[src/sbr_pkg.sv]
// Constants for the scanned BCD readout port.
// Assumes a 50 MHz system clock.
package sbr_pkg;
  localparam int CLK_PERIOD_NS = 20;
  localparam int NUM_DIGITS = 6;
  localparam int SLOT_W = 3;
  localparam int SCAN_PERIOD_NS = 500000;
  localparam int SCAN_HALF_CYC = SCAN_PERIOD_NS / (2 * CLK_PERIOD_NS);
  localparam int BLINK_PERIOD_NS = 333333333;
  localparam int BLINK_HALF_CYC = BLINK_PERIOD_NS / (2 * CLK_PERIOD_NS);
  localparam int TB_PERIOD_NS = 1000;
  localparam int TB_HALF_CYC = TB_PERIOD_NS / (2 * CLK_PERIOD_NS);
  localparam int PWRUP_PULSE_NS = 2000;
  localparam int PWRUP_CYC = (PWRUP_PULSE_NS + CLK_PERIOD_NS - 1) / CLK_PERIOD_NS;
  localparam int ADDR_W = 4;
  localparam logic [3:0] ADDR_CTRL = 4'h0;
  localparam logic [3:0] ADDR_STATUS = 4'h4;
  localparam logic [3:0] ADDR_MASK = 4'h8;
  localparam logic [3:0] ADDR_STATE = 4'hc;
  localparam int CTRL_TB_EXT_BIT = 0;
  localparam int EV_W = 4;
  localparam int EV_FRAME = 0;
  localparam int EV_BLANK = 1;
  localparam int EV_CLEAR = 2;
  localparam int EV_OVF = 3;
  localparam logic [3:0] BCD_MARKER = 4'hf;
  localparam int PIN_W = 5;
  localparam int PIN_SCAN_EN = 0;
  localparam int PIN_OVF = 1;
  localparam int PIN_GATE = 2;
  localparam int PIN_RST = 3;
  localparam int PIN_TB = 4;
endpackage

[src/sbr_div_if.sv]
// Handshake between the readout top and its clock divider.
// Assumes both ends share the system clock.
`timescale 1ns/100ps
`default_nettype none
interface sbr_div_if;
  logic run;
  logic level;
  logic rise;
  modport ctrl (output run, input level, input rise);
  modport div (input run, output level, output rise);
endinterface
`default_nettype wire

[src/sbr_divider.sv]
// Square-wave divider with a rising-edge pulse.
// Assumes run comes from logic on the same clock.
`timescale 1ns/100ps
`default_nettype none
module sbr_divider #(
  parameter int HALF = 4
) (
  input wire logic i_clk_sys,
  input wire logic i_rst_n,
  sbr_div_if.div dv
);
  localparam int CW = (HALF > 1) ? $clog2(HALF) : 1;
  localparam logic [CW-1:0] LAST = CW'(HALF - 1);
  logic [CW-1:0] cnt_ff;
  logic level_ff;

  // Stops and parks low while not running
  always_ff @(posedge i_clk_sys) begin
    if (!i_rst_n || !dv.run) begin
      cnt_ff <= '0;
      level_ff <= 1'b0;
    end else if (cnt_ff == LAST) begin
      cnt_ff <= '0;
      level_ff <= ~level_ff;
    end else begin
      cnt_ff <= cnt_ff + 1'b1;
    end
  end

  assign dv.level = level_ff;
  // Marks the very edge on which level goes high
  assign dv.rise = i_rst_n && dv.run && (cnt_ff == LAST) && !level_ff;
endmodule
`default_nettype wire

[src/sbr_readout_port.sv]
// Scanned BCD readout port of a counter instrument, with its rear control lines.
// Assumes digits and overflow come from the counter core on i_clk_sys;
// all pins are asynchronous and pass two flip-flops.
`timescale 1ns/100ps
`default_nettype none
module sbr_readout_port #(
  parameter int NUM_DIGITS = sbr_pkg::NUM_DIGITS,
  parameter int SCAN_HALF_CYC = sbr_pkg::SCAN_HALF_CYC,
  parameter int BLINK_HALF_CYC = sbr_pkg::BLINK_HALF_CYC
) (
  input wire logic i_clk_sys,
  input wire logic i_rst_n,
  input wire logic [sbr_pkg::ADDR_W-1:0] i_addr,
  input wire logic [31:0] i_wdata,
  input wire logic i_wr,
  input wire logic i_rd,
  output logic [31:0] o_rdata,
  output logic o_irq,
  input wire logic [4*NUM_DIGITS-1:0] i_digits,
  input wire logic i_overflow,
  input wire logic i_scan_enable,
  output logic o_scan_clk,
  output logic o_scan_frame_marker_n,
  output logic [3:0] o_bcd,
  input wire logic i_ovf_line,
  output logic o_ovf_line_out,
  output logic o_ovf_line_oe,
  output logic o_display_blank,
  input wire logic i_tb_line,
  output logic o_tb_line_out,
  output logic o_tb_line_oe,
  output logic o_timebase_tick,
  input wire logic i_manual_gate_n,
  output logic o_count_gate_open,
  input wire logic i_reset_line,
  output logic o_reset_line_out,
  output logic o_reset_line_oe,
  output logic o_counter_clear
);
  localparam int SW = sbr_pkg::SLOT_W;
  localparam logic [SW-1:0] LAST_SLOT = SW'(NUM_DIGITS);
  localparam int PW = $clog2(sbr_pkg::PWRUP_CYC + 1);
  localparam logic [PW-1:0] PWRUP_LAST = PW'(sbr_pkg::PWRUP_CYC);

  // Digit of a slot; slot 1 is the most significant digit
  function automatic logic [3:0] slot_digit(input logic [4*NUM_DIGITS-1:0] d,
                                            input logic [SW-1:0] s);
    logic [3:0] r;
    r = sbr_pkg::BCD_MARKER;
    for (int k = 1; k <= NUM_DIGITS; k++) begin
      if (s == SW'(k)) begin
        r = d[4*(NUM_DIGITS-k) +: 4];
      end
    end
    return r;
  endfunction

  // Slot shows a zero with only zeros to its left, last digit excepted
  function automatic logic slot_lz(input logic [4*NUM_DIGITS-1:0] d,
                                   input logic [SW-1:0] s);
    logic lead;
    logic r;
    lead = 1'b1;
    r = 1'b0;
    for (int k = 1; k <= NUM_DIGITS; k++) begin
      lead = lead & (d[4*(NUM_DIGITS-k) +: 4] == 4'h0);
      if (s == SW'(k) && k < NUM_DIGITS) begin
        r = lead;
      end
    end
    return r;
  endfunction

  // Pin synchronisers
  logic [sbr_pkg::PIN_W-1:0] pin_raw;
  logic [sbr_pkg::PIN_W-1:0] pin_s1_ff;
  logic [sbr_pkg::PIN_W-1:0] pin_s2_ff;
  assign pin_raw[sbr_pkg::PIN_SCAN_EN] = i_scan_enable;
  assign pin_raw[sbr_pkg::PIN_OVF] = i_ovf_line;
  assign pin_raw[sbr_pkg::PIN_GATE] = i_manual_gate_n;
  assign pin_raw[sbr_pkg::PIN_RST] = i_reset_line;
  assign pin_raw[sbr_pkg::PIN_TB] = i_tb_line;

  genvar gi;
  generate
    for (gi = 0; gi < sbr_pkg::PIN_W; gi++) begin : g_sync
      always_ff @(posedge i_clk_sys) begin
        if (!i_rst_n) begin
          pin_s1_ff[gi] <= 1'b1;
          pin_s2_ff[gi] <= 1'b1;
        end else begin
          pin_s1_ff[gi] <= pin_raw[gi];
          pin_s2_ff[gi] <= pin_s1_ff[gi];
        end
      end
    end
  endgenerate

  logic scan_en;
  logic ovf_line;
  logic gate_n;
  logic rst_line;
  logic tb_in;
  assign scan_en = pin_s2_ff[sbr_pkg::PIN_SCAN_EN];
  assign ovf_line = pin_s2_ff[sbr_pkg::PIN_OVF];
  assign gate_n = pin_s2_ff[sbr_pkg::PIN_GATE];
  assign rst_line = pin_s2_ff[sbr_pkg::PIN_RST];
  assign tb_in = pin_s2_ff[sbr_pkg::PIN_TB];

  // Dividers
  sbr_div_if scan_dv();
  sbr_div_if blink_dv();
  sbr_div_if tb_dv();

  assign scan_dv.run = scan_en;
  assign blink_dv.run = i_overflow;
  assign tb_dv.run = 1'b1;

  sbr_divider #(.HALF(SCAN_HALF_CYC)) u_scan_div (
    .i_clk_sys(i_clk_sys),
    .i_rst_n(i_rst_n),
    .dv(scan_dv)
  );
  sbr_divider #(.HALF(BLINK_HALF_CYC)) u_blink_div (
    .i_clk_sys(i_clk_sys),
    .i_rst_n(i_rst_n),
    .dv(blink_dv)
  );
  sbr_divider #(.HALF(sbr_pkg::TB_HALF_CYC)) u_tb_div (
    .i_clk_sys(i_clk_sys),
    .i_rst_n(i_rst_n),
    .dv(tb_dv)
  );

  assign o_scan_clk = scan_dv.level;

  // Scan slot sequencer
  logic [SW-1:0] slot_ff;
  logic [SW-1:0] nxt_slot;
  logic [3:0] bcd_ff;
  logic marker_n_ff;
  logic lz_ff;

  always_comb begin
    if (slot_ff == LAST_SLOT) begin
      nxt_slot = '0;
    end else begin
      nxt_slot = slot_ff + 1'b1;
    end
  end

  always_ff @(posedge i_clk_sys) begin
    if (!i_rst_n) begin
      slot_ff <= LAST_SLOT;
      bcd_ff <= sbr_pkg::BCD_MARKER;
      marker_n_ff <= 1'b1;
      lz_ff <= 1'b0;
    end else if (scan_dv.rise) begin
      slot_ff <= nxt_slot;
      bcd_ff <= slot_digit(i_digits, nxt_slot);
      marker_n_ff <= (nxt_slot != '0);
      lz_ff <= slot_lz(i_digits, nxt_slot);
    end
  end

  assign o_bcd = bcd_ff;
  assign o_scan_frame_marker_n = marker_n_ff;

  // Overflow and leading zero line
  logic ovf_drive_ff;
  logic [2:0] ovf_hist_ff;

  always_ff @(posedge i_clk_sys) begin
    if (!i_rst_n) begin
      ovf_drive_ff <= 1'b0;
    end else if (i_overflow) begin
      ovf_drive_ff <= blink_dv.level;
    end else begin
      ovf_drive_ff <= lz_ff;
    end
  end

  always_ff @(posedge i_clk_sys) begin
    if (!i_rst_n) begin
      ovf_hist_ff <= '0;
    end else begin
      ovf_hist_ff <= {ovf_hist_ff[1:0], ovf_drive_ff};
    end
  end

  assign o_ovf_line_out = 1'b0;
  assign o_ovf_line_oe = ovf_drive_ff;

  // Low line not of our own making blanks the display
  logic blank_ff;
  always_ff @(posedge i_clk_sys) begin
    if (!i_rst_n) begin
      blank_ff <= 1'b0;
    end else begin
      blank_ff <= !ovf_line && !ovf_drive_ff && (ovf_hist_ff == 3'b000);
    end
  end
  assign o_display_blank = blank_ff;

  // Timebase contact
  logic [31:0] ctrl_ff;
  logic tb_ext;
  logic tb_d_ff;
  logic tick_ff;
  assign tb_ext = ctrl_ff[sbr_pkg::CTRL_TB_EXT_BIT];

  always_ff @(posedge i_clk_sys) begin
    if (!i_rst_n) begin
      tb_d_ff <= 1'b1;
      tick_ff <= 1'b0;
    end else begin
      tb_d_ff <= tb_in;
      tick_ff <= tb_ext ? (tb_in && !tb_d_ff) : tb_dv.rise;
    end
  end

  assign o_tb_line_out = tb_dv.level;
  assign o_tb_line_oe = !tb_ext;
  assign o_timebase_tick = tick_ff;

  // Manual gate
  logic gate_ff;
  always_ff @(posedge i_clk_sys) begin
    if (!i_rst_n) begin
      gate_ff <= 1'b0;
    end else begin
      gate_ff <= !gate_n;
    end
  end
  assign o_count_gate_open = gate_ff;

  // Reset line: power-up pulse and clear
  logic [PW-1:0] pwr_cnt_ff;
  logic pwr_drive_ff;
  logic clear_ff;
  logic clear_d_ff;

  always_ff @(posedge i_clk_sys) begin
    if (!i_rst_n) begin
      pwr_cnt_ff <= '0;
      pwr_drive_ff <= 1'b1;
    end else if (pwr_cnt_ff == PWRUP_LAST) begin
      pwr_drive_ff <= 1'b0;
    end else begin
      pwr_cnt_ff <= pwr_cnt_ff + 1'b1;
      pwr_drive_ff <= 1'b1;
    end
  end

  always_ff @(posedge i_clk_sys) begin
    if (!i_rst_n) begin
      clear_ff <= 1'b0;
      clear_d_ff <= 1'b0;
    end else begin
      clear_ff <= !rst_line;
      clear_d_ff <= clear_ff;
    end
  end

  assign o_reset_line_out = 1'b0;
  assign o_reset_line_oe = pwr_drive_ff;
  assign o_counter_clear = clear_ff;

  // Events
  logic [sbr_pkg::EV_W-1:0] ev;
  logic ovf_d_ff;
  logic blank_d_ff;

  always_ff @(posedge i_clk_sys) begin
    if (!i_rst_n) begin
      ovf_d_ff <= 1'b0;
      blank_d_ff <= 1'b0;
    end else begin
      ovf_d_ff <= i_overflow;
      blank_d_ff <= blank_ff;
    end
  end

  assign ev[sbr_pkg::EV_FRAME] = scan_dv.rise && (nxt_slot == '0);
  assign ev[sbr_pkg::EV_BLANK] = blank_ff && !blank_d_ff;
  assign ev[sbr_pkg::EV_CLEAR] = clear_ff && !clear_d_ff;
  assign ev[sbr_pkg::EV_OVF] = i_overflow && !ovf_d_ff;

  // Register file
  logic [sbr_pkg::EV_W-1:0] status_ff;
  logic [sbr_pkg::EV_W-1:0] mask_ff;
  logic [sbr_pkg::EV_W-1:0] w1c;
  logic [31:0] rdata_ff;
  logic [31:0] nxt_rdata;

  assign w1c = (i_wr && i_addr == sbr_pkg::ADDR_STATUS) ?
               i_wdata[sbr_pkg::EV_W-1:0] : '0;

  always_ff @(posedge i_clk_sys) begin
    if (!i_rst_n) begin
      ctrl_ff <= '0;
    end else if (i_wr && i_addr == sbr_pkg::ADDR_CTRL) begin
      ctrl_ff <= {31'h0, i_wdata[sbr_pkg::CTRL_TB_EXT_BIT]};
    end
  end

  always_ff @(posedge i_clk_sys) begin
    if (!i_rst_n) begin
      mask_ff <= '0;
    end else if (i_wr && i_addr == sbr_pkg::ADDR_MASK) begin
      mask_ff <= i_wdata[sbr_pkg::EV_W-1:0];
    end
  end

  // Set wins over a same-cycle clear
  always_ff @(posedge i_clk_sys) begin
    if (!i_rst_n) begin
      status_ff <= '0;
    end else begin
      status_ff <= (status_ff & ~w1c) | ev;
    end
  end

  always_comb begin
    nxt_rdata = 32'h0000_0000;
    case (i_addr)
      sbr_pkg::ADDR_CTRL: nxt_rdata = ctrl_ff;
      sbr_pkg::ADDR_STATUS: nxt_rdata = {28'h000_0000, status_ff};
      sbr_pkg::ADDR_MASK: nxt_rdata = {28'h000_0000, mask_ff};
      sbr_pkg::ADDR_STATE: nxt_rdata = {20'h0_0000, bcd_ff, 1'b0, slot_ff,
                                        blank_ff, gate_ff, marker_n_ff,
                                        scan_dv.level};
      default: nxt_rdata = 32'h0000_0000;
    endcase
  end

  always_ff @(posedge i_clk_sys) begin
    if (!i_rst_n) begin
      rdata_ff <= '0;
    end else if (i_rd) begin
      rdata_ff <= nxt_rdata;
    end else begin
      rdata_ff <= '0;
    end
  end

  assign o_rdata = rdata_ff;
  assign o_irq = |(status_ff & mask_ff);
endmodule
`default_nettype wire

[config.mk]
export PLATFORM = sky130hd
export DESIGN_NAME = sbr_readout_port
export DESIGN_NICKNAME = d
export VERILOG_FILES = /design/src/sbr_pkg.sv /design/src/sbr_div_if.sv /design/src/sbr_divider.sv /design/src/sbr_readout_port.sv
export SDC_FILE = /design/constraint.sdc
export NUM_CORES = 1
export LEC_CHECK = 0
export ABC_AREA = 0
export BUFFER_PORTS_ARGS = -buffer_cell sky130_fd_sc_hd__buf_2
export CAP_MARGIN = 20
export CORE_ASPECT_RATIO = 0.8
export CORE_MARGIN = 2
export CORE_UTILIZATION = 48
export CTS_CLUSTER_DIAMETER = 150
export CTS_CLUSTER_SIZE = 28
export DETAILED_ROUTE_END_ITERATION = 6
export PLACE_DENSITY = 0.75
export SYNTH_ARGS = -nofsm -noshare
export SYNTH_HDL_FRONTEND = slang
export SYNTH_SLANG_ARGS = --single-unit
[constraint.sdc]
create_clock -name i_clk_sys -period 1.6 [get_ports i_clk_sys]
set_input_delay 0.08 -clock i_clk_sys [delete_from_list [all_inputs] [get_ports i_clk_sys]]
set_output_delay 0.08 -clock i_clk_sys [all_outputs]
set_load 0.005 [all_outputs]
# ---- Word level (Yosys, flattened, before mapping)
# Cells that the tools add are included.
dict set report word_totals {
  regBits 125
  output_inout_bits 49
  elab_cells 129
}
dict set report op_classes {
  addsub 5
  eq_ne 14
  mux 17
  bitwise 12
  n_reduce_logical 45
}
# operator n
set op_table {}
lappend op_table {{$pmux W12 S4} 1}
lappend op_table {{$mux W4} 7}
lappend op_table {{$logic_not A4 Y1} 6}
lappend op_table {{$add A23 B1 Y23 const B} 1}
lappend op_table {{$eq A23 B23 Y1 const B} 1}
lappend op_table {{$logic_and A1 B1 Y1} 15}
lappend op_table {{$add A14 B1 Y14 const B} 1}
lappend op_table {{$eq A14 B14 Y1 const B} 1}
lappend op_table {{$logic_not A1 Y1} 14}
lappend op_table {{$eq A3 B3 Y1 const B} 4}
lappend op_table {{$and A4 B4 Y4} 2}
lappend op_table {{$eq A4 B4 Y1 const B} 2}
lappend op_table {{$mux W1} 8}
lappend op_table {{$add A7 B1 Y7 const B} 1}
lappend op_table {{$eq A7 B7 Y1 const B} 1}
lappend op_table {{$eq A3 B2 Y1 const B} 2}
lappend op_table {{$logic_not A3 Y1} 2}
lappend op_table {{$reduce_or A2 Y1} 3}
lappend op_table {{$add A5 B1 Y5 const B} 1}
lappend op_table {{$eq A5 B5 Y1 const B} 1}
lappend op_table {{$and A1 B1 Y1} 4}
lappend op_table {{$eq A4 B3 Y1 const B} 1}
lappend op_table {{$not A1 Y1} 4}
lappend op_table {{$not A4 Y4} 1}
lappend op_table {{other kinds (8)} 9}

# ---- Longest topological paths before layout
# Gate-level depths: netlist (run 1).
dict set report depth {
  word_depth 9
  ltp_mapped 7
  mapped_depth_nobuf 6
}

# ---- By module
# A second synthesis (run 1) with hierarchy kept.
dict set report hier_totals {
  hier_cells 514
  hier_area_um2 4747.1
}
# mod n_inst cells_per_inst area_per_inst_um2 seq_area_each_um2
set by_module_without_submodules {}
lappend by_module_without_submodules {sbr_readout_port 1 279 2608.8 1181.1}
lappend by_module_without_submodules {{sbr_divider at u_blink_div} 1 133 1152.4 480.5}
lappend by_module_without_submodules {{sbr_divider at u_scan_div} 1 75 719.4 300.3}
lappend by_module_without_submodules {{sbr_divider at u_tb_div} 1 27 266.5 120.1}

# ---- Worst setup path before layout (run 1)
# Ideal clock, no wire load.
dict set report synth_path {
  path_kind {register to register}
  start {register u_scan_div.cnt_ff[0]}
  end {register slot_ff[2]}
  setup_ps 95
  arrival_ps 1611
  t_required_ps 1505
  slack_ps -106
  path_stages_with_launch 7
  n_path_buf 1
  period_less_slack_ps 1706
  path_cell_list {dfxtp_1 ha_1 nor4b_4 nand4_4 or2_1 buf_6 o311ai_1}
}
dict set report synth_between {
  elab_chain_cells 3
}
# element line
set synth_lines {}
lappend synth_lines {{start, declared} sbr_divider.sv:14} ;# logic [CW-1:0] cnt_ff;
lappend synth_lines {{start signal, assigned} sbr_divider.sv:26} ;# cnt_ff <= cnt_ff + 1'b1;
lappend synth_lines {{$eq A14 B14 Y1} sbr_divider.sv:32} ;# assign dv.rise = i_rst_n && dv.run && (cnt_ff == LAST) && !level_ff;
lappend synth_lines {{$logic_and A1 B1 Y1 (2 in a row)} sbr_divider.sv:32}
lappend synth_lines {{end signal, assigned} sbr_readout_port.sv:159} ;# slot_ff <= nxt_slot;
lappend synth_lines {{end, declared} sbr_readout_port.sv:138} ;# logic [SW-1:0] slot_ff;
# No other way between the ends.
# A chain may end at the register's enable or synchronous reset.

# ---- Final worst setup path (run 1)
dict set report layout_path {
  start {register u_blink_div.cnt_ff[1]}
  end {register u_blink_div.cnt_ff[18]}
}
dict set report layout_between {
  elab_chain_cells 2
}
# element line
set layout_lines {}
lappend layout_lines {{start, declared} sbr_divider.sv:14}
lappend layout_lines {{start signal, assigned} sbr_divider.sv:26}
lappend layout_lines {{parallel branches: the longest is 2 deep, another holds $add A23 B1 Y23} -}
# Several ways; the timed one is not identified.

==> results.md, run 1 <==
Timing:
- Setup repair after global routing could not meet its margin everywhere.
- The final count of pins violating max slew is 0.
- In the final timing run, aggregate negative setup slack is 0 ns.
- Setup violations remaining at the end of the flow were counted as 0.
- On the final layout, the worst clock skew is roughly 0.0056 ns.
- Dividing the final minimum period by the clock period gives a little over nine tenths.
- The final hold violation count was 0.
- Hold timing on the final database bottoms out at a slack of between 0.03 and 0.04 ns.
- The worst path meets setup with approximately 0.026 ns of slack.
- The worst path in the final design needs a cycle of 1.57 ns, including I/O delays and setup.
- Based on the critical path, the design can be clocked at up to 635 MHz.

Floorplanning:
- The die extent in y is 91.9 um.
- The area of the core region is roughly 9500 um^2.
- The floorplan step set the die width to 114 um.
- Pin placement for this block handled around 120 I/O pins.
- The initial cell density of the core is about half.
- The area of the die is about 10,000 um^2.
- In this run the core area contains 32 standard-cell rows.

Worst hold path:
- The min-delay analysis places its worst path in the category in2reg.

Final layout:
- Relative to the synthesized area, the layout overhead comes to 24.5%.
- The final standard cell area without fillers is between 5000 and 6000 um^2.
- Cells with a size suffix above 1 make up ~30% of the layout.
- The number of nets in the finished design is 659.
- The fill cell instance count of the final layout is roughly 770.

Power and ir drop:
- The power per cell area is 923 nW/um^2.
- Summed over all cells, the static leakage comes to between 2 and 2.5 nW.
- Sequential cells account for 50.1% of the total power.
- For this design the total switching power over the nets is between 1 and 1.5 mW.
- The power consumption is approximately 5.3 mW.
- The clock network burns ~44% of the power.
- The internal power of the cells is about 4.2 mW.
- The switching share of power is 21.1%.
- The largest voltage drop on the vdd net is slightly above 0.5 mV.
- The part of the power in combinational logic is around 5.6%.

Logic synthesis:
- The simple logic cell fraction of the synthesized area is between 20% and 30%.
- After synthesis the cells add up to 4630 um^2.
- The adder-cell area share of the yosys netlist is ~1.9%.
- The synthesized netlist devotes a little under a tenth of its cell area to compound gates.
- Of the post-synthesis cell area, the part taken by muxes is 5.78%.
- By area, the combinational part of the netlist is dominated by simple AND/OR/NAND/NOR gates.
- In the synthesized netlist the dominant register cell turns out to be sky130_fd_sc_hd__dfxtp_1.
- For this run, asynchronously set or reset flops after synthesis account for 0%.
- Synthesis produced a netlist whose cell count is a little under 500.
- The distinct cell type count after synthesis is 56.
- The post-synthesis register bit count is approximately 100.
- The average cell area after synthesis is between 9 and 10 um^2.
- The number of synthesis warnings is 0.
- The most instantiated library cell after synthesis is sky130_fd_sc_hd__dfxtp_1.
- The fraction of synthesized cell area in xor and xnor cells is under 10%.
- In the post-synthesis netlist, the biggest area contributors are sky130_fd_sc_hd__dfxtp_1 (45%), sky130_fd_sc_hd__xor2_1 (4.3%), sky130_fd_sc_hd__buf_4 (4.2%).
- The cell accounting for the most synthesized area is sky130_fd_sc_hd__dfxtp_1.
- The share of the Yosys chip area taken by registers is between 40% and 50%.
- The area share of the leading cell type in the synthesized netlist is between 40 and 50%.
- In this run, synthesis inferred 0 flip-flops with an integrated enable.
- By count the netlist is led by sky130_fd_sc_hd__dfxtp_1 (104), sky130_fd_sc_hd__nor2_1 (38), sky130_fd_sc_hd__buf_4 (26), sky130_fd_sc_hd__xor2_1 (23).

Global route:
- The sum of overflow across all layers after global routing is 0.
- The via count of the first global-routing pass is around 3,400.
- The maximum number of pins on one net before global-route repair is 33.
- The wire length of the first global-routing pass is 15,800 um.
- The initial antenna violation count came to 1.
- Global routing used a little under a fifth of the available tracks.

Placement:
- Once placement finished, the instance area stood at between 5000 and 6000 um^2.
- The number of buffer cells added on primary ports is 67.
- Before CTS, the worst setup slack after placement is -0.0481 ns.
- The post-DP HPWL is between 7000 and 8000 um.
- The weighted congestion at the end of routability-driven global placement is 0.889.

Worst setup path:
- The maximum fanout count along the critical path is 7.
- STA classifies the critical path startpoint as a flip-flop.
- At the worst endpoint, the arrival time is around 1.8 ns.
- For this run, the slowest stage of the critical path takes between 0.5 and 0.6 ns.
- In this run the critical register-to-register path is captured at u_blink_div.cnt_ff[18].
- For this design, the slowest cell found on the critical path is sky130_fd_sc_hd__or4_1.
- The most critical setup path has its startpoint at u_blink_div.cnt_ff[1].
- The required time reported for the critical path endpoint is around 1.9 ns.
- In this run the worst setup path terminates at u_blink_div.cnt_ff[18].
- The slack of the worst reg-to-reg path is 0.03 ns.
- Traced cell by cell, the critical path runs through ha_4, and4_4, nand3_4, or4_1, a21oi_1.
- For the worst flop-to-flop path, the logic depth is 5.
- The worst setup path is captured at a flip-flop.
- In this run the critical register-to-register path is launched from u_blink_div.cnt_ff[1].
- The critical path class is reg2reg.

Route:
- The number of vias per cell after detailed routing is 5.26.
- Wires add up to between 10,000 and 15,000 um.
- The routed layout has about 3,700 vias.
- The residual DRC count is 0.
- In the final routed layout, each cell accounts on average for about 14 um.
- In this run the remaining antenna-violating nets after routing total 0.
- The detailed router finished its first iteration with about 170 violations.
- The first-pass iteration count of the detailed router is 4.

Clock network:
- The TritonCTS clock tree is yes.
- The CTS sink count is roughly 100.
- The total clock buffers created by CTS is 9.
- No sink is reached through more buffers than the 2 on the longest clock path.
- The tree is rooted in a sky130_fd_sc_hd__clkbuf_16.
- The clock input transition at the sequential cells of the worst setup and hold paths is about 0.07 ns.
- The CTS H-tree depth is 3.
- The source-to-sink clock delay at the later pin of the worst-skew pair is about 0.33 ns.

Flow run:
- The number of maximum-capacitance constraint violations is 0.

Run status:
- The run finished with clean final reports.
-- metrics by stage --
stage / std cells / utilization (%)
after floorplan: 508 / -
after global placement: 683 / 54.8
after detailed placement: 683 / 54.8
after CTS: 704 / 59.0
after global routing: 707 / 60.6
final: 707 / 60.6
-- placed cells by master, fill, tap and decap left out, drive strengths merged, types with 11 or more instances in the layout --
cell    instances
buf           106
dfxtp         104
nor2           38
xor2           23
conb           23
nand3          23
nand2          22
and2           17
inv            17
nor2b          16
o21ai          14
a21oi          14
nand4          12
mux2i          11
nand2b         11
-- worst max-delay path, delay by kind of cell (launching register included) --
| kind | cells | cell delay [ns] |
|---|---|---|
| and+or+nand+nor | 3 | 0.87 |
| DFF | 1 | 0.38 |
| adders and majority gates | 1 | 0.13 |
| AOI/OAI and AO/OA | 1 | 0.13 |
-- power groups by stage --
stage,combinational [mW],sequential [mW],clock (mW)
after floorplan,0.198,2.72,0
after global placement,0.266,2.72,0
after detailed placement,0.278,2.72,0
after CTS,0.289,2.67,2.40
after global routing,0.330,2.67,2.51
final,0.298,2.67,2.36
-- cells by family (layout without fill, tap and decap cells) --
| family | count (synthesis) | after routing |
|---|---|---|
| mux | 21 | 21 |
| fa+ha+maj | 7 | 7 |
| compound gates | 65 | 65 |
| xor+xnor | 31 | 31 |
| other cells | 1 | 24 |
| buf+inv | 64 | 143 |
| simple gates | 193 | 193 |
| flops | 104 | 104 |
-- area by class of cell --
type / count / area [um^2] / share of cell area [%]
Antenna cell: 1 / 2.50 / 0.0434
Clock buffer: 10 / 239 / 4.14
Clock inverter: 6 / 91.3 / 1.58
Inverter: 16 / 60.1 / 1.04
Multi-Input combinational cell: 340 / 2420 / 42.0
Sequential cell: 104 / 2100 / 36.4
Tap cell: 119 / 149 / 2.58
Timing Repair Buffer: 111 / 702 / 12.2
-- how the worst min path moves through the flow --
stage | from | endpoint | slack (ns) | cells past startpoint
2_1_floorplan | i_scan_enable | pin_s1_ff[0] | 0.18 | 1
3_3_place_gp | i_reset_line | pin_s1_ff[3] | 0.26 | 2
3_5_place_dp | i_reset_line | pin_s1_ff[3] | 0.27 | 2
4_1_cts | i_wdata[3] | mask_ff[3] | 0.02 | 3
5_1_grt | i_wdata[2] | mask_ff[2] | 0.03 | 3
6_report | i_wdata[2] | mask_ff[2] | 0.04 | 3
-- registers in the layout (all words and copies together) (netlist names), 3 cells and up --
name and flops:
u_blink_div.cnt_ff 23, u_scan_div.cnt_ff 14, o_rdata 11, pwr_cnt_ff 7, pin_s1_ff 5, u_tb_div.cnt_ff 5, mask_ff 4, o_bcd 4
status_ff 4, ovf_hist_ff 3, slot_ff 3
-- repair_timing --
item / 4_1_cts / 5_1_grt
setup buffers: 0 / 2
hold buffers: 5 / 0
hold endpoints to repair: 5 / 0
gates resized for setup: 5 / 38
pin swaps: 1 / 11
setup endpoints to repair: 9 / 30
-- routing by layer --
metal | up-vias | global-route usage, % | routed length [um] | part of all wire, %
met5 | - | 0 | 0 | 0
met4 | 0 | 4.37 | 104 | 1.0
met3 | 8 | 5.29 | 464 | 4.6
met2 | 112 | 32.0 | 4890 | 48
met1 | 1753 | 24.0 | 4630 | 46
li1 | 1846 | - | - | -
No activity file was read; power rests on OpenSTA's default activity.
==> run 2, diff against run 1 <==
Settings changed: SETUP_SLACK_MARGIN from default to 0.4.
==> results.md, run 2 (synthesized netlist as in run 1, its figures left out) <==
Worst setup path:
- The kind of end point of the critical path was a flip-flop (unchanged).
- The launching element type of the critical path is a flip-flop (unchanged).
- The required time reported for the critical path endpoint is 1.85 ns (was 1.87 ns).
- The data arrival time of the critical path came to 1.86 ns (was 1.84 ns).
- The slack of the worst reg-to-reg path is -0.005 ns (was 0.03 ns).
- The critical path class was reg2reg (unchanged).
- The maximum fanout count along the critical path is 6 (was 7).

Timing:
- The highest clock rate is 623 MHz (was 635 MHz).
- The final critical-path share of the clock period is 100% (was 98.4%).
- The final clock skew came to 0.00877 ns (was 0.00555 ns).
- The post-layout worst setup margin came to -0.00549 ns (was 0.0255 ns).
- The clock period minus final worst setup slack is 1.61 ns (was 1.57 ns).
- Setup repair after global routing missed its margin: yes (unchanged).
- The count of endpoints failing setup in the final report is 1 (was 0).
- The final count of pins violating max slew came to 0 (unchanged).
- The final hold violation count is 0 (unchanged).

Run status:
- Status: complete, but fails checks (was completed).
- The checks that failed: setup timing.

Final layout:
- The flip-flop count of the largest register, all copies and words added is 23 (unchanged).
- The final standard cell area without fillers is 6030 um^2 (was 5770 um^2).
- The antenna diode count came to 0 (was 1).
- The final core utilization is 63.3% (was 60.6%).
- The most common cell after layout, fill and taps aside is sky130_fd_sc_hd__dfxtp_1 (unchanged).
- Most frequent cells in the layout: sky130_fd_sc_hd__dfxtp_1 (77), sky130_fd_sc_hd__buf_2 (67), sky130_fd_sc_hd__buf_4 (37) (was sky130_fd_sc_hd__dfxtp_1 (92), sky130_fd_sc_hd__buf_2 (67), sky130_fd_sc_hd__nor2_1 (38)).
- The number of nets in the finished design is 664 (was 659).
- The register with the most flip-flops is u_blink_div.cnt_ff (unchanged).
- The synthesis-to-finish area growth was 30.1% (was 24.5%).
- The fill cell instance count of the final layout is 758 (was 767).
- The ratio of cells with drive above 1 in the final layout is 38.5% (was 29.8%).
- The count of placed standard cells in the final layout, fillers left out is 711 (was 707).

Clock network:
- The total clock buffers created by CTS is 9 (unchanged).
- The cell at the root of the clock tree is sky130_fd_sc_hd__clkbuf_16 (unchanged).
- The source-to-sink clock delay at the later pin of the worst-skew pair is 0.35 ns (was 0.33 ns).
- The TritonCTS clock tree is yes (unchanged).
- The CTS H-tree depth is 3 (unchanged).
- The CTS sink count is 104 (unchanged).
- The clock input transition at the sequential cells of the worst setup and hold paths is 0.07 ns (about the same).
- The deepest clock path buffer count is 2 (unchanged).

Global route:
- The global-route track usage on met3 is 4.82% (was 5.29%).
- The wire length of the first global-routing pass was 16,100 um (was 15,800 um).
- The sum of overflow across all layers after global routing is 0 (unchanged).
- The initial antenna violation count was 0 (was 1).
- The global routing met1 resource utilization is 23.8% (was 24.0%).
- The overall global routing resource usage came to 19.0% (was 18.9%).
- The busiest layer in global routing is met2 (unchanged).
- The via count of the first global-routing pass was 3,551 (was 3,445).
- The maximum number of pins on one net before global-route repair is 24 (was 33).
- The global routing usage on met2 is 31.9% (was 32.0%).

Placement:
- The weighted congestion at the end of routability-driven global placement was 0.833 (was 0.889).
- The number of buffer cells added on primary ports is 67 (unchanged).
- The post-DP HPWL is 6660 um (was 7210 um).
- The area of placed instances is 5220 um^2 (about the same).
- The number of instances in the placed design is 672 (was 683).

Floorplanning:
- The area of the core region is 9530 um^2 (unchanged).
- The die width is 114 um (unchanged).
- The initial cell density of the core is 48.6% (unchanged).
- The number of placed I/O pins is 119 (unchanged).
- The die extent in y is 91.9 um (unchanged).
- The area of the die came to 10,500 um^2 (unchanged).
- The total number of placement rows is 32 (unchanged).

Route:
- The total wirelength of the detailed-routed design is 10,300 um (was 10,100 um).
- The average routed wire per standard cell is 14.5 um (was 14.3 um).
- The total via count in the routed design was 3,771 (was 3,719).
- The violation count after the first detailed-route iteration was 314 (was 174).
- The residual DRC count is 0 (unchanged).
- The first-pass iteration count of the detailed router is 5 (was 4).
- The number of vias per cell after detailed routing came to 5.30 (was 5.26).
- The remaining number of nets flagged by the antenna check after routing came to 0 (unchanged).

Power and ir drop:
- The leakage dissipation is 2.36 nW (was 2.33 nW).
- The power per cell area is 862 nW/um^2 (was 923 nW/um^2).
- The largest voltage drop on the vdd net is 0.551 mV (was 0.511 mV).

Flow run:
- The number of maximum-capacitance constraint violations is 0 (unchanged).

Worst hold path:
- The type of the most critical hold path is in2reg (unchanged).
## run 2: per-layer routing
layer,vias up,wire length (um)
met5,-,0
met4,0,170
met3,19,485
met2,107,5100
met1,1794,4570
li1,1851,-
## run 2: final cells by class
type	count	area, um^2	area share [%]
multi-input combinational	341	2630	43.7
sequential	104	2130	35.3
timing repair buffer	115	762	12.6
clock buffer	9	225	3.74
tap	119	149	2.47
clock inverter	7	71.3	1.18
inverter	16	60.1	0.996
## run 2: worst paths after layout
kind                                           start         endpoint  cells after the start
worst min register to register              rst_line  o_counter_clear                      1
worst max-delay path            u_scan_div.cnt_ff[0]       slot_ff[1]                      5
worst min-delay path                      i_wdata[2]       mask_ff[2]                      3
worst max register to register  u_scan_div.cnt_ff[0]       slot_ff[1]                      5
## run 2: power breakdown
group	total [mW]	switching (mW)	leakage, nW	internal, mW
logic	0.361	0.183	1.35	0.179
clock network	2.18	1.07	0.147	1.11
registers	2.66	0.0328	0.857	2.63
## run 2: what timing repair did
item | 4_1_cts | 5_1_grt
pin swaps | 15 | 20
setup endpoints to repair | 56 | 63
buffers inserted | 14 | 2
hold endpoints to repair | 5 | 0
gates cloned | 1 | 1
hold buffers | 5 | 0
gates resized for setup | 32 | 54
## run 2: worst max-delay path, stage by stage (launching register included)
cell and delay, ns:
sky130_fd_sc_hd__dfxtp_2 0.36, sky130_fd_sc_hd__ha_4 0.14, sky130_fd_sc_hd__nor4b_4 0.27, sky130_fd_sc_hd__nand4_4 0.19, sky130_fd_sc_hd__or2_4 0.31, sky130_fd_sc_hd__o311ai_1 0.25
## run 2: per-stage QoR
step | hold WS [ns] | setup slack, ns | TNS [ns] | power, mW
CTS | 0.00350 | 0.0592 | 0 | 5.20
finish | 0.0134 | -0.00549 | -0.00549 | 5.20
global route | 0.0445 | -0.0622 | -1.59 | 5.40
global placement | 0.277 | 0.0248 | 0 | 2.99
floorplan | 0.181 | 0.0675 | 0 | 2.93
detailed placement | 0.279 | -0.0289 | -0.0559 | 3.01
==> run 3, diff against run 2 <==
Settings changed: CELL_PAD_IN_SITES_DETAIL_PLACEMENT from default to 0, CELL_PAD_IN_SITES_GLOBAL_PLACEMENT from default to 1, CORE_UTILIZATION 48 to 36.
==> results.md, run 3 (synthesized netlist as in run 1, its figures left out) <==
Floorplanning:
- The total number of placement rows is 37 (was 32).
- The die extent in y is 105 um (was 91.9 um).
- The die width was 131 um (was 114 um).
- The area of the core region came to 12,700 um^2 (was 9530 um^2).
- The area of the die came to 13,800 um^2 (was 10,500 um^2).
- The number of placed I/O pins is 119 (unchanged).
- The initial cell density of the core is 36.4% (was 48.6%).

Timing:
- The setup TNS is 0 ns (was -0.00549 ns).
- The count of endpoints failing setup in the final report was 0 (was 1).
- Setup repair after global routing missed its margin: yes (unchanged).
- The final hold violation count is 0 (unchanged).
- The highest clock rate is 638 MHz (was 623 MHz).
- The final critical-path share of the clock period is 97.9% (was 100%).
- The final count of pins violating max slew is 0 (unchanged).
- The final clock skew was 0.00884 ns (was 0.00877 ns).
- The clock period minus final worst setup slack is 1.57 ns (was 1.61 ns).

Worst setup path:
- The data arrival time of the critical path is 1.81 ns (was 1.86 ns).
- The critical path class was reg2reg (unchanged).
- The launching element type of the critical path is a flip-flop (unchanged).
- The kind of end point of the critical path is a flip-flop (unchanged).
- The required time reported for the critical path endpoint is 1.84 ns (was 1.85 ns).
- The maximum fanout count along the critical path came to 5 (was 6).

Placement:
- The number of buffer cells added on primary ports came to 67 (unchanged).
- The area of placed instances is 5360 um^2 (was 5220 um^2).
- The weighted congestion at the end of routability-driven global placement came to 0.785 (was 0.833).
- The number of instances in the placed design is 737 (was 672).
- The post-DP HPWL was 7100 um (was 6660 um).

Global route:
- The global routing met1 resource utilization is 19.3% (was 23.8%).
- The maximum number of pins on one net before global-route repair is 24 (unchanged).
- The global-route track usage on met3 is 4.21% (was 4.82%).
- The initial antenna violation count is 0 (unchanged).
- The global routing usage on met2 was 23.5% (was 31.9%).
- The overall global routing resource usage came to 14.6% (was 19.0%).
- The wire length of the first global-routing pass is 16,300 um (was 16,100 um).
- The busiest layer in global routing is met2 (unchanged).
- The sum of overflow across all layers after global routing is 0 (unchanged).
- The via count of the first global-routing pass is 3,472 (was 3,551).

Clock network:
- The total clock buffers created by CTS came to 9 (unchanged).
- The CTS sink count was 104 (unchanged).
- The TritonCTS clock tree is yes (unchanged).
- The cell at the root of the clock tree is sky130_fd_sc_hd__clkbuf_16 (unchanged).
- The CTS H-tree depth came to 3 (unchanged).
- The clock input transition at the sequential cells of the worst setup and hold paths is 0.07 ns (about the same).
- The source-to-sink clock delay at the later pin of the worst-skew pair came to 0.34 ns (was 0.35 ns).
- The deepest clock path buffer count is 2 (unchanged).

Final layout:
- The final standard cell area without fillers came to 6170 um^2 (was 6030 um^2).
- The final core utilization is 48.5% (was 63.3%).
- The register with the most flip-flops is u_blink_div.cnt_ff (unchanged).
- The synthesis-to-finish area growth is 33.1% (was 30.1%).
- The number of nets in the finished design is 667 (was 664).
- The ratio of cells with drive above 1 in the final layout came to 40.5% (was 38.5%).
- The antenna diode count is 0 (unchanged).
- The count of placed standard cells in the final layout, fillers left out is 768 (was 711).
- The flip-flop count of the largest register, all copies and words added is 23 (unchanged).
- Most frequent cells in the layout: sky130_fd_sc_hd__dfxtp_1 (76), sky130_fd_sc_hd__buf_2 (67), sky130_fd_sc_hd__buf_4 (38) (was sky130_fd_sc_hd__dfxtp_1 (77), sky130_fd_sc_hd__buf_2 (67), sky130_fd_sc_hd__buf_4 (37)).
- The most common cell after layout, fill and taps aside is sky130_fd_sc_hd__dfxtp_1 (unchanged).

Route:
- The first-pass iteration count of the detailed router came to 4 (was 5).
- The number of vias per cell after detailed routing is 4.75 (was 5.30).
- The residual DRC count came to 0 (unchanged).
- The remaining number of nets flagged by the antenna check after routing is 0 (unchanged).
- The violation count after the first detailed-route iteration came to 174 (was 314).
- The average routed wire per standard cell came to 13.2 um (was 14.5 um).
- The total via count in the routed design came to 3,649 (was 3,771).
- The total wirelength of the detailed-routed design is 10,100 um (was 10,300 um).

Worst hold path:
- The type of the most critical hold path is in2reg (unchanged).

Run status:
- Status: completed (was complete, but fails checks).

Power and ir drop:
- The power per cell area came to 822 nW/um^2 (was 862 nW/um^2).
- The power consumption is 5.07 mW (was 5.20 mW).
- The leakage dissipation is 2.37 nW (was 2.36 nW).
- The largest voltage drop on the vdd net is 0.434 mV (was 0.551 mV).

Flow run:
- The number of maximum-capacitance constraint violations came to 0 (unchanged).
-- run 3: cell types whose count changed in the layout (fill, tap and decap cells not counted), sizes merged --
cell      before  now
nand4         12   13
clkinvlp       0    1
buf          109  111
inv           22   18
clkbuf        10   11
-- run 3: layout make-up --
| cell class | instances | area [um^2] |
|---|---|---|
| Fill cell | 1179 | 6560 |
| Tap cell | 175 | 219 |
| Clock inverter | 4 | 30.0 |
| Clock buffer | 10 | 239 |
| Inverter | 16 | 70.1 |
| Timing Repair Buffer | 117 | 781 |
| Multi-Input combinational cell | 342 | 2700 |
| Sequential cell | 104 | 2130 |
-- run 3: what timing repair did --
| item | in CTS | in global routing |
|---|---|---|
| hold endpoints to repair | 5 | 0 |
| endpoints found under the setup margin | 57 | 64 |
| pin swaps | 11 | 27 |
| cloned | 1 | 2 |
| gates resized for setup | 32 | 75 |
| buffers inserted | 4 | 5 |
| hold buffers | 5 | 0 |
-- run 3: final timing paths --
kind / from / end / slack [ns] / cells after the start
hold / removal: i_wdata[2] / mask_ff[2] / 0.03 / 3
setup reg to reg: u_scan_div.cnt_ff[1] / slot_ff[1] / 0.03 / 5
hold reg to reg: ovf_hist_ff[2] / o_display_blank / 0.38 / 1
setup / recovery: u_scan_div.cnt_ff[1] / slot_ff[1] / 0.03 / 5
-- run 3: routing by layer --
layer	vias to the layer above	routed length, um
met1	1713	4820
met2	66	4800
met4	0	88
met5	-	0
met3	9	402
li1	1861	-
-- run 3: through the flow --
step	setup WS [ns]	hold WS (ns)
floorplan	0.0675	0.181
global placement	0.0492	0.261
detailed placement	-0.00277	0.266
CTS	0.0698	0.0200
global route	-0.0263	0.0345
finish	0.0334	0.0264
-- run 3: power breakdown --
group | total, mW | internal [mW] | switching, mW
Sequential | 2.67 | 2.63 | 0.0393
Clock | 2.04 | 1.09 | 0.948
Combinational | 0.359 | 0.180 | 0.180
Total | 5.07 | 3.90 | 1.17
-- run 3: critical path: stages, from the launching register on --
cell and delay [ns]:
sky130_fd_sc_hd__dfxtp_2 0.35, sky130_fd_sc_hd__ha_4 0.13, sky130_fd_sc_hd__nor4b_4 0.24, sky130_fd_sc_hd__nand4_4 0.17
sky130_fd_sc_hd__or2_4 0.33, sky130_fd_sc_hd__o311ai_2 0.26
